$ cat config.mk
export PLATFORM = sky130hd
export DESIGN_NAME = arfp_device_flat
export DESIGN_NICKNAME = d
export VERILOG_FILES = /design/src/pkg/arfp_pkg.sv /design/src/pkg/arfp_if.sv /design/src/hdl/arfp_device.sv /design/src/flat_wrapper.sv
export SDC_FILE = /design/constraint.sdc
export NUM_CORES = 1
export LEC_CHECK = 0
export BUFFER_PORTS_ARGS = -buffer_cell sky130_fd_sc_hd__buf_2
export CELL_PAD_IN_SITES_DETAIL_PLACEMENT = 1
export CELL_PAD_IN_SITES_GLOBAL_PLACEMENT = 2
export CORE_UTILIZATION = 36
export CTS_CLUSTER_SIZE = 12
export DETAILED_ROUTE_END_ITERATION = 7
export PLACE_DENSITY_LB_ADDON = 0.1
export SLEW_MARGIN = 40
export SYNTH_ARGS = -nofsm -noshare
export SYNTH_HDL_FRONTEND = slang
export SYNTH_SLANG_ARGS = --single-unit
$ cat constraint.sdc
create_clock -name MCLK -period 4.8 [get_ports MCLK]
set_input_delay 0.24 -clock MCLK [delete_from_list [all_inputs] [get_ports MCLK]]
set_output_delay 0.24 -clock MCLK [all_outputs]
set_load 0.05 [all_outputs]
$ cat src/pkg/arfp_pkg.sv
// Shared constants and types for the amplifier reset and fault protection block
package arfp_pkg;
   // ==================================================
   // Clock and timing
   // ==================================================
   localparam int unsigned CLK_HZ             = 25000000;
   localparam int unsigned RESET_MIN_US       = 100;
   localparam int unsigned CTRL_READY_MS      = 12;
   localparam int unsigned RESET_MIN_CYC      = (CLK_HZ / 1000000) * RESET_MIN_US;
   localparam int unsigned CTRL_READY_CYC     = (CLK_HZ / 1000) * CTRL_READY_MS;
   localparam int unsigned RETRY_UNIT_CYC     = 1024;

   // ==================================================
   // Control addresses selected by the strap
   // ==================================================
   localparam logic [6:0]  ADDR_STRAP_HIGH    = 7'h1B;
   localparam logic [6:0]  ADDR_STRAP_LOW     = 7'h1A;

   // ==================================================
   // Device register map
   // ==================================================
   localparam logic [7:0]  REG_ERROR_STATUS   = 8'h02;
   localparam logic [7:0]  REG_RETRY_DELAY    = 8'h1C;
   localparam logic [7:0]  REG_OUTPUT_MUX     = 8'h25;
   localparam logic [7:0]  ERROR_STATUS_RST   = 8'h00;
   localparam logic [7:0]  RETRY_DELAY_RST    = 8'h01;
   localparam logic [31:0] OUTPUT_MUX_RST     = 32'h0000_0000;
   localparam logic [31:0] OUTPUT_MUX_PARALLEL_BRIDGE_SELECT    = 32'h0110_3245;

   // Error status field positions
   localparam int unsigned ERR_OC_BIT         = 0;
   localparam int unsigned ERR_OT_BIT         = 1;
   localparam int unsigned ERR_UV_BIT         = 2;

   // ==================================================
   // Host Wishbone register map (word addresses as bytes)
   // ==================================================
   localparam logic [7:0]  WB_CTRL            = 8'h00;
   localparam logic [7:0]  WB_STATUS          = 8'h04;
   localparam logic [7:0]  WB_IRQ_STAT        = 8'h08;
   localparam logic [7:0]  WB_IRQ_MASK        = 8'h0C;
   localparam logic [7:0]  WB_REG_ADDR        = 8'h10;
   localparam logic [7:0]  WB_REG_WDATA       = 8'h14;
   localparam logic [7:0]  WB_REG_RDATA       = 8'h18;
   localparam int unsigned CTRL_RESET_BIT     = 0;
   localparam int unsigned CTRL_PDN_BIT       = 1;
   localparam int unsigned CTRL_GO_BIT        = 2;
   localparam int unsigned CTRL_WR_BIT        = 3;
   localparam int unsigned IRQ_FAULT_BIT      = 0;
   localparam int unsigned IRQ_DONE_BIT       = 1;
   localparam int unsigned IRQ_READY_BIT      = 2;

   // Device protection states
   typedef enum logic [1:0] {
      ARFP_RUN   = 2'b00,
      ARFP_PROT  = 2'b01,
      ARFP_RETRY = 2'b11
   } arfp_prot_t;
endpackage

$ cat src/pkg/arfp_if.sv
// Pin-level link between the host controller and the amplifier device
`timescale 1ns/100ps
interface arfp_if;
   logic        reset_n;          // Active-low device reset
   logic        power_down_n;     // Active-low power-down
   logic        reg_req;          // Register access request
   logic        reg_we;           // Write when high
   logic [7:0]  reg_addr;         // Register offset
   logic [31:0] reg_wdata;        // Write data
   logic        reg_ack;          // One-cycle access acknowledge
   logic [31:0] reg_rdata;        // Read data
   logic        reg_nak;          // Access refused
   logic        adr_fault_o;      // Device drive level of address/fault pin
   logic        adr_fault_oe;     // Device drives the pin
   logic        adr_fault_in;     // Resolved pin level (strap when undriven)
   logic        parallel_bridge_select; // Parallel bridge strap, 0 if floating
   modport device (input reset_n, power_down_n, reg_req, reg_we, reg_addr, reg_wdata,
                   input adr_fault_in, parallel_bridge_select,
                   output reg_ack, reg_rdata, reg_nak, adr_fault_o, adr_fault_oe);
   modport host (output reset_n, power_down_n, reg_req, reg_we, reg_addr, reg_wdata,
                 input reg_ack, reg_rdata, reg_nak, adr_fault_in);
endinterface

$ cat src/hdl/arfp_device.sv
// Device end: strap latch, register file, protection and retry sequencing
`timescale 1ns/100ps
// Overview of operation
// - Host holds reset low at least 100 us
// - Hold reset 100 us after supply good
// - Reset stays low 100 us past power-down
// - Strap selects address 0011011 or 0011010
// - Latch address once, then pin signals faults
// - Fault low on error, released when status cleared
// - Wait programmed retry delay, then resume
// - Retry resumes if clear, else protect again
// - Fault for overcurrent, overtemperature, undervoltage
// - Parallel mode: pair shuts down together
// - Floating parallel select means bridge-tied mode
// - Host writes mux 0x01103245 for parallel
// - Persistent overcurrent keeps outputs high impedance across retries
// - Any overcurrent shuts all four half-bridges
// - Overtemperature tristates all, auto recovers
// - Undervoltage tristates all outputs immediately
// - Power-on reset clears overload logic
module arfp_device
   import arfp_pkg::*;
#(
   parameter int unsigned READY_CYC = CTRL_READY_CYC
) (
   // Clock and power-on reset
   input  wire logic       MCLK,
   input  wire logic       SRST,
   // Link to the host
   arfp_if.device          LNK,
   // Protection detector inputs
   input  wire logic [3:0] OC_DETECT,
   input  wire logic       OT_DETECT,
   input  wire logic       UV_DETECT,
   // Half-bridge controls, play status and latched control address
   output logic [3:0]      BRIDGE_HIZ,
   output logic            PLAYING,
   output logic [6:0]      CTRL_ADDR
);
   // ==================================================
   // State
   // ==================================================
   logic [6:0]  addr_q, addr_d;               // Latched control address
   logic        strap_done_q, strap_done_d;   // Strap captured
   logic [23:0] ready_q, ready_d;             // Control-port wake-up counter
   logic [7:0]  err_q, err_d;                 // Sticky error flags
   logic [7:0]  delay_q, delay_d;             // Retry delay setting
   logic [31:0] mux_q, mux_d;                 // Output multiplexer
   logic        ack_q, ack_d;                 // Access acknowledge
   logic        nak_q, nak_d;                 // Access refused
   logic [31:0] rdata_q, rdata_d;             // Read data
   arfp_prot_t  st_q, st_d;                   // Protection state
   logic [17:0] wait_q, wait_d;               // Retry wait counter
   logic [3:0]  hiz_q, hiz_d;                 // Half-bridge high impedance
   logic        in_reset;                     // Device held in reset
   logic        port_ready;                   // Control port open
   logic        oc_any, err_now;              // Fault conditions
   logic [3:0]  oc_pair;                      // Parallel-paired overcurrent

   // Combined fault detect
   always_comb begin
      in_reset   = SRST | ~LNK.reset_n | ~LNK.power_down_n;
      port_ready = (ready_q == 24'(READY_CYC));
      oc_any     = |OC_DETECT;
      err_now    = oc_any | OT_DETECT | UV_DETECT;
      // Pulldown gives bridge-tied mode when floating
      oc_pair    = LNK.parallel_bridge_select
                   ? {{2{|OC_DETECT[3:2]}}, {2{|OC_DETECT[1:0]}}}
                   : OC_DETECT;
   end

   // ==================================================
   // Strap, wake-up and registers
   // ==================================================
   always_comb begin
      addr_d       = addr_q;
      strap_done_d = strap_done_q;
      ready_d      = ready_q;
      err_d        = err_q;
      delay_d      = delay_q;
      mux_d        = mux_q;
      ack_d        = 1'b0;
      nak_d        = 1'b0;
      rdata_d      = rdata_q;
      // Strap captured once at the first cycle out of power-on reset
      if (!strap_done_q) begin
         addr_d       = LNK.adr_fault_in ? ADDR_STRAP_HIGH : ADDR_STRAP_LOW;
         strap_done_d = 1'b1;
      end
      // Wake-up counter restarts with every reset
      if (in_reset) begin
         ready_d = '0;
      end else if (!port_ready) begin
         ready_d = ready_q + 24'd1;
      end
      // One answer per request; host drops request after it
      if (LNK.reg_req && !ack_q && !nak_q) begin
         if (!port_ready) begin
            nak_d = 1'b1;
         end else begin
            ack_d = 1'b1;
            case (LNK.reg_addr)
               REG_ERROR_STATUS: begin
                  rdata_d = {24'h000000, err_q};
                  if (LNK.reg_we) begin
                     err_d = LNK.reg_wdata[7:0];
                  end
               end
               REG_RETRY_DELAY: begin
                  rdata_d = {24'h000000, delay_q};
                  if (LNK.reg_we) begin
                     delay_d = LNK.reg_wdata[7:0];
                  end
               end
               REG_OUTPUT_MUX: begin
                  rdata_d = mux_q;
                  if (LNK.reg_we) begin
                     mux_d = LNK.reg_wdata;
                  end
               end
               default: begin
                  rdata_d = 32'h0000_0000;
               end
            endcase
         end
      end
      // Sticky flags: a new event wins over the clear
      if (oc_any) begin
         err_d[ERR_OC_BIT] = 1'b1;
      end
      if (OT_DETECT) begin
         err_d[ERR_OT_BIT] = 1'b1;
      end
      if (UV_DETECT) begin
         err_d[ERR_UV_BIT] = 1'b1;
      end
   end

   // Register process for strap and registers
   always_ff @(posedge MCLK) begin
      if (SRST) begin
         strap_done_q <= 1'b0;
         addr_q       <= ADDR_STRAP_LOW;
         ready_q      <= '0;
         err_q        <= ERROR_STATUS_RST;
         delay_q      <= RETRY_DELAY_RST;
         mux_q        <= OUTPUT_MUX_RST;
         ack_q        <= 1'b0;
         nak_q        <= 1'b0;
         rdata_q      <= '0;
      end else begin
         strap_done_q <= strap_done_d;
         addr_q       <= addr_d;
         ready_q      <= ready_d;
         err_q        <= err_d;
         delay_q      <= delay_d;
         mux_q        <= mux_d;
         ack_q        <= ack_d;
         nak_q        <= nak_d;
         rdata_q      <= rdata_d;
      end
   end

   // ==================================================
   // Protection and retry sequencing
   // ==================================================
   always_comb begin
      st_d   = st_q;
      wait_d = wait_q;
      hiz_d  = hiz_q;
      case (st_q)
         ARFP_RUN: begin
            hiz_d = oc_pair;
            if (err_now) begin
               // Any fault drops every half-bridge at once
               st_d   = ARFP_PROT;
               hiz_d  = 4'hF;
               wait_d = '0;
            end
         end
         ARFP_PROT: begin
            hiz_d = 4'hF;
            if (wait_q >= 18'({delay_q, 10'h000})) begin
               st_d = ARFP_RETRY;
            end else begin
               wait_d = wait_q + 18'd1;
            end
         end
         ARFP_RETRY: begin
            if (err_now) begin
               st_d   = ARFP_PROT;
               wait_d = '0;
            end else begin
               st_d  = ARFP_RUN;
               hiz_d = 4'h0;
            end
         end
         default: begin
            st_d  = ARFP_PROT;
            hiz_d = 4'hF;
         end
      endcase
      // Undervoltage never waits for the sequencer
      if (UV_DETECT) begin
         hiz_d = 4'hF;
      end
   end

   // Register process for protection; reset clears overload state
   always_ff @(posedge MCLK) begin
      if (SRST || in_reset) begin
         st_q   <= ARFP_RUN;
         wait_q <= '0;
         hiz_q  <= 4'hF;
      end else begin
         st_q   <= st_d;
         wait_q <= wait_d;
         hiz_q  <= hiz_d;
      end
   end

   // ==================================================
   // Outputs
   // ==================================================
   always_comb begin
      BRIDGE_HIZ       = hiz_q;
      PLAYING          = (st_q == ARFP_RUN) & ~in_reset & ~(|hiz_q);
      CTRL_ADDR        = addr_q;
      LNK.reg_ack      = ack_q;
      LNK.reg_nak      = nak_q;
      LNK.reg_rdata    = rdata_q;
      // Open-drain fault: pull low while any of the three fault flags (bits 2:0) stands
      LNK.adr_fault_o  = 1'b0;
      LNK.adr_fault_oe = strap_done_q & (|err_q[2:0]);
   end
endmodule

$ cat src/flat_wrapper.sv
// flat-port wrapper written by rule: the top's interface ports become plain ports
module arfp_device_flat import arfp_pkg::*;
#(
   parameter int unsigned READY_CYC = CTRL_READY_CYC
)
  (MCLK, SRST, OC_DETECT, OT_DETECT, UV_DETECT, BRIDGE_HIZ, PLAYING, CTRL_ADDR, LNK_reset_n, LNK_power_down_n, LNK_reg_req, LNK_reg_we, LNK_reg_addr, LNK_reg_wdata, LNK_adr_fault_in, LNK_parallel_bridge_select, LNK_reg_ack, LNK_reg_rdata, LNK_reg_nak, LNK_adr_fault_o, LNK_adr_fault_oe);
  arfp_if LNK_i ();
  input  wire logic MCLK;
  input  wire logic SRST;
  input  wire logic [3:0] OC_DETECT;
  input  wire logic OT_DETECT;
  input  wire logic UV_DETECT;
  output logic [3:0] BRIDGE_HIZ;
  output logic PLAYING;
  output logic [6:0] CTRL_ADDR;
  input wire logic [$bits(LNK_i.reset_n)-1:0] LNK_reset_n;
  input wire logic [$bits(LNK_i.power_down_n)-1:0] LNK_power_down_n;
  input wire logic [$bits(LNK_i.reg_req)-1:0] LNK_reg_req;
  input wire logic [$bits(LNK_i.reg_we)-1:0] LNK_reg_we;
  input wire logic [$bits(LNK_i.reg_addr)-1:0] LNK_reg_addr;
  input wire logic [$bits(LNK_i.reg_wdata)-1:0] LNK_reg_wdata;
  input wire logic [$bits(LNK_i.adr_fault_in)-1:0] LNK_adr_fault_in;
  input wire logic [$bits(LNK_i.parallel_bridge_select)-1:0] LNK_parallel_bridge_select;
  output wire logic [$bits(LNK_i.reg_ack)-1:0] LNK_reg_ack;
  output wire logic [$bits(LNK_i.reg_rdata)-1:0] LNK_reg_rdata;
  output wire logic [$bits(LNK_i.reg_nak)-1:0] LNK_reg_nak;
  output wire logic [$bits(LNK_i.adr_fault_o)-1:0] LNK_adr_fault_o;
  output wire logic [$bits(LNK_i.adr_fault_oe)-1:0] LNK_adr_fault_oe;
  assign LNK_i.reset_n = LNK_reset_n;
  assign LNK_i.power_down_n = LNK_power_down_n;
  assign LNK_i.reg_req = LNK_reg_req;
  assign LNK_i.reg_we = LNK_reg_we;
  assign LNK_i.reg_addr = LNK_reg_addr;
  assign LNK_i.reg_wdata = LNK_reg_wdata;
  assign LNK_i.adr_fault_in = LNK_adr_fault_in;
  assign LNK_i.parallel_bridge_select = LNK_parallel_bridge_select;
  assign LNK_reg_ack = LNK_i.reg_ack;
  assign LNK_reg_rdata = LNK_i.reg_rdata;
  assign LNK_reg_nak = LNK_i.reg_nak;
  assign LNK_adr_fault_o = LNK_i.adr_fault_o;
  assign LNK_adr_fault_oe = LNK_i.adr_fault_oe;
  arfp_device #(.READY_CYC(READY_CYC)) u_core (.MCLK(MCLK), .SRST(SRST), .LNK(LNK_i), .OC_DETECT(OC_DETECT), .OT_DETECT(OT_DETECT), .UV_DETECT(UV_DETECT), .BRIDGE_HIZ(BRIDGE_HIZ), .PLAYING(PLAYING), .CTRL_ADDR(CTRL_ADDR));
endmodule
# ---- Word level (Yosys, flattened, before mapping)
# Cells that the tools add are included.
dict set report totals {
  elab_cells 101
  register_bits 138
  inputBits 54
  output_inout_bits 48
}
dict set report op_classes {
  add_sub_neg 2
  mux 23
  eq_ne 11
  n_reduce_logical 37
  n_lt_le_gt_ge 1
  n_bitwise 12
}
# cell n
set ops {}
lappend ops {{$pmux W32 S3} 1}
lappend ops {{$mux W18} 2}
lappend ops {{$pmux W18 S2} 1}
lappend ops {{$reduce_bool A2 Y1} 13}
lappend ops {{$add A24 B1 Y24 const B} 1}
lappend ops {{$eq A24 B19 Y1 const B} 1}
lappend ops {{$reduce_and A4 Y1} 6}
lappend ops {{$add A18 B1 Y18 const B} 1}
lappend ops {{$ge A18 B18 Y1} 1}
lappend ops {{$mux W3} 4}
lappend ops {{$mux W4} 3}
lappend ops {{$reduce_or A2 Y1} 6}
lappend ops {{$eq A8 B2 Y1 const B} 1}
lappend ops {{$eq A8 B5 Y1 const B} 1}
lappend ops {{$eq A8 B6 Y1 const B} 1}
lappend ops {{$mux W1} 8}
lappend ops {{$pmux W4 S2} 1}
lappend ops {{$reduce_or A4 Y1} 2}
lappend ops {{$ne A2 B1 Y1 const B} 3}
lappend ops {{$pmux W2 S3} 1}
lappend ops {{$not A1 Y1} 5}
lappend ops {{$mux W2} 2}
lappend ops {{$ne A2 B2 Y1 const B} 2}
lappend ops {{$or A1 B1 Y1} 4}
lappend ops {{10 further kinds} 15}

# ---- Longest topological paths before layout
dict set report depth {
  word_depth 6
  depth_mapped 10
  depth_no_buf 9
}

# ---- Worst setup path after synthesis
# OpenSTA, ideal clock, no wires.
dict set report synth_timing {
  kind {register -> register}
  from {reg u_core.delay_q[6]}
  to {reg u_core.wait_q[15]}
  arrival_ns 2.244
  setup_ns 0.071
  path_buffers 1
  t_required_ns 4.729
  stages_incl_launch_ff 11
  slack_ns 2.486
  path_cell_list {dfxtp_1 inv_1 ha_1 a21oi_1 a21boi_0 a311o_1 o21a_1 or2_1 clkbuf_2 or3_1 a21oi_1}
}
dict set report synth_via {
  elab_chain_len 3
}
# element line
set synth_lines {}
lappend synth_lines {{start, declared} arfp_device.sv:47} ;# logic [7:0] delay_q, delay_d;
lappend synth_lines {{start signal, assigned} arfp_device.sv:156} ;# delay_q <= delay_d;
lappend synth_lines {{$ge A18 B18 Y1} arfp_device.sv:183} ;# if (wait_q >= 18'({delay_q, 10'h000})) begin
lappend synth_lines {{$ne A2 B2 Y1 (no line)} --}
lappend synth_lines {{$reduce_and A3 Y1 (no line)} --}
lappend synth_lines {{end signal, assigned} arfp_device.sv:217} ;# wait_q <= wait_d;
lappend synth_lines {{end, declared} arfp_device.sv:53} ;# logic [17:0] wait_q, wait_d;
# No other way between the ends.
# A chain may end at the register's enable or synchronous reset.

# ---- Worst setup path after layout
dict set report layout_timing {
  from {reg u_core.delay_q[6]}
  to {reg u_core.wait_q[11]}
}
# Same word-level chain as after synthesis.

==> out/metrics.csv <==
metric,value,unit
placed insts,902,
area grow syn2layout,22.7,%
"Distinct cells, synth",54,
FF-to-FF End,u_core.wait_q[11]$_SDFFE_PP0P_,
post-CTS sizing,0,
I/O Buffers,93,
R2R depth,8,
DP Worst Slack,1.97,ns
first-pass GRT wire length,25200,µm
power share of the clock group,55.3,%
ANT cells,0,
crit path time final,2.86,ns
highest fanout seen on the critical path,10,
gr ovfl total,0,
mux cell area share after synthesis,3.41,%
Post-CTS Setup Bufs,0,
largest family of logic cells by synthesized area,simple AND/OR/NAND/NOR gates,
status,"finished, final reports clean",
fin. max-slew vios,0,
via/cell ratio,5.28,
Synth Register Bits,132,
Die Area,16100,µm²
Syn Area/Cell,8.69,µm²
die width,127,µm
initial core utilization,36.9,%
total power per unit cell area,387,nW/µm²
GRT Overall Usage,19.9,%
area share of and/or/nand/nor cells after synthesis,21.0,%
"commonest non-fill, non-tap cell in the layout",dfxtp_1,
R2R setup slack,1.94,ns
chip height,127,µm
ys async rst share,0,%
period utilization,59.5,%
CTS tree,yes,
# rows,45,
MaxCap Viol Count,0,
vias in the first global route,4974,
routed len/inst,16.6,µm
arrival time worst endpoint,3.17,ns
LEAKAGE,2.58,nW
DR pass1 iterations,4,
Flop pwr share,41.4,%
HP Class,in2reg,
layout net count,803,
combinational share of power,3.3,%
routability cong.,0.739,
most frequent cells in the layout,"dfxtp_1, buf_2, nand2_1",
synth top area cells,"dfxtp_1, nand2_1, a21oi_1",
RSZ-0062 raised after global routing,false,
Finished Core Util,45.3,%
final setup fails,0,
via count,4918,
mapped cell area,5620,µm²
H-tree Lvls,4,
number of hold violations in the final report,0,
Compound-Gate Fraction of Synth Area,17.2,%
CP endpoint kind,flip-flop,
worst-margin pin slew,0.750,ns
Clock Sinks,132,
Hold Path Sink,u_core.mux_q[12]$_SDFFE_PP0P_,
Layout Skew,0.0112,ns
switching power,0.567,mW
WP data required,5.11,ns
core footprint,15200,µm²
Synth Warn #,0,
largest net degree at the start of global routing,61,
Clock Path Buffers,2,
Max Freq,350,MHz
proportion of netlist area held by the largest area contributor,47.0,%
# fillers,1805,
share of cells above drive strength 1,18.8,%
"Top FF cell, synth",dfxtp_1,
I/O pins,102,
# hold bufs at CTS,0,
Peak supply drop,0.250,mV
Hold Path Origin,LNK_reg_wdata[12],
CTS buffer count,17,
Setup TNS,0,ns
internal power,2.10,mW
post-synthesis sequential area ratio,47.0,%
Root Driver,clkbuf_16,
DR iter-0 viols,262,
switching share of total power,21.3,%
clock-pin transition on the worst setup and hold timing paths,0.06,ns
xor/xnor cell area share of the yosys netlist,3.12,%
Post-route DRC,0,
startpoint types,flip-flop,
crit path kind,reg2reg,
Clock Latency Late Sink,0.42,ns
initial antenna violation count,0,
final setup margin,1.94,ns
DRT Wirelength,15500,µm
r2r startpoint,u_core.delay_q[6]$_SDFFE_PP0P_,
Post-synth EDFFs,0,
Routed Antenna Nets,0,
post-synthesis instance total,646,
Yosys top cell by area,dfxtp_1,
Hold Path Cell Cnt,3,
DP HPWL,10700,µm
number of non-filler instances in the completed layout,932,
Max-slew headroom,49.8,%
Synth Area in Adders,3.56,%
[cell families after synthesis]
group           Yosys count
buf+inv                  58
simple gates            249
xor+xnor                 20
fa+ha+maj                16
other cells               2
mux                      19
compound gates          150
flops                   132
[routing by layer]
metal  vias to the layer above  track usage [%]  part of all wire, %
met5                         -                0                    0
met4                         0             6.37                 0.79
met3                        10             4.39                  3.0
met2                        84             33.4                   48
met1                      2387             25.3                   48
li1                       2437                -                    -
[layout make-up]
cell class | instances | area, µm² | share of cell area [%]
repair buffers | 99 | 510 | 7.41
clock inverters | 13 | 231 | 3.36
well taps | 188 | 235 | 3.41
flip-flops and latches | 132 | 2640 | 38.4
clock buffers | 17 | 425 | 6.17
multi-input cells | 461 | 2760 | 40.1
inverters | 22 | 82.6 | 1.20
[cells in the mapped netlist (all sizes together), types with 2 or more instances]
library cell and n:
inv 22, o211ai 4, nor2 66, a21oi 66
nand4b 3, a22o 25, or2 2, ha 16
o21a 2, conb 2, nand2 89, nand4 10
and3 14, nand3 25, and4 4, a31oi 4
xor2 14, nor2b 11, o41ai 2, dfxtp 132
o311ai 4, xnor2 6, buf 15, or3 4
nor4 7, a41oi 3, a22oi 7, o21ai 22
nor3b 3, o31ai 6, nor3 3, nor4b 2
mux2i 18, clkbuf 21
[through the flow]
| stage | power (mW) | area, µm² | hold WS (ns) |
|---|---|---|---|
| floorplan | 1.18 | 5640 | 0.368 |
| detailed placement | 1.21 | 6230 | 0.448 |
| finish | 2.66 | 6890 | 0.0493 |
| global placement | 1.21 | 6220 | 0.441 |
| global route | 2.74 | 6890 | 0.0503 |
| CTS | 2.70 | 6890 | 0.0349 |
[registers in the layout, summed over array words and instances (netlist names)]
register,flops
u_core.ready_q,24
u_core.CTRL_ADDR,1
u_core.wait_q,18
u_core.mux_q,32
u_core.st_q,2
u_core.LNK.reg_nak,1
u_core.err_q,8
u_core.delay_q,8
u_core.strap_done_q,1
u_core.LNK.reg_ack,1
u_core.BRIDGE_HIZ,4
u_core.LNK.reg_rdata,32
[power by group through the flow]
stage                     clock network (mW)  registers, mW  logic (mW)
after detailed placement                   0           1.13      0.0870
after global placement                     0           1.13      0.0857
after global routing                    1.55           1.10      0.0949
after floorplan                            0           1.13      0.0501
final                                   1.47           1.10      0.0870
after CTS                               1.50           1.10      0.0875
[how the worst max path moves through the flow]
stage                     slack [ns]                            start                             end  cells after the start
final                           1.94   u_core.delay_q[6]$_SDFFE_PP0P_  u_core.wait_q[11]$_SDFFE_PP0P_                      8
after global routing            1.76  u_core.ready_q[18]$_SDFFE_PP0N_   u_core.mux_q[28]$_SDFFE_PP0P_                      8
after CTS                       1.92   u_core.delay_q[6]$_SDFFE_PP0P_  u_core.wait_q[11]$_SDFFE_PP0P_                      8
after detailed placement        1.97   u_core.delay_q[6]$_SDFFE_PP0P_  u_core.wait_q[11]$_SDFFE_PP0P_                      8
after global placement          1.90  u_core.ready_q[18]$_SDFFE_PP0N_   u_core.mux_q[27]$_SDFFE_PP0P_                      8
after floorplan                 2.49   u_core.delay_q[6]$_SDFFE_PP0P_  u_core.wait_q[15]$_SDFFE_PP0P_                     10
[worst max-delay path: stages, from the launching register on]
cell      delay (ns)
dfxtp_1         0.36
inv_1           0.06
ha_1            0.31
a21oi_1         0.15
a21boi_0        0.13
a311o_1         0.40
o31ai_4         0.53
nand3_1         0.44
o41ai_1         0.37
Power figures use the tool's default switching activity.
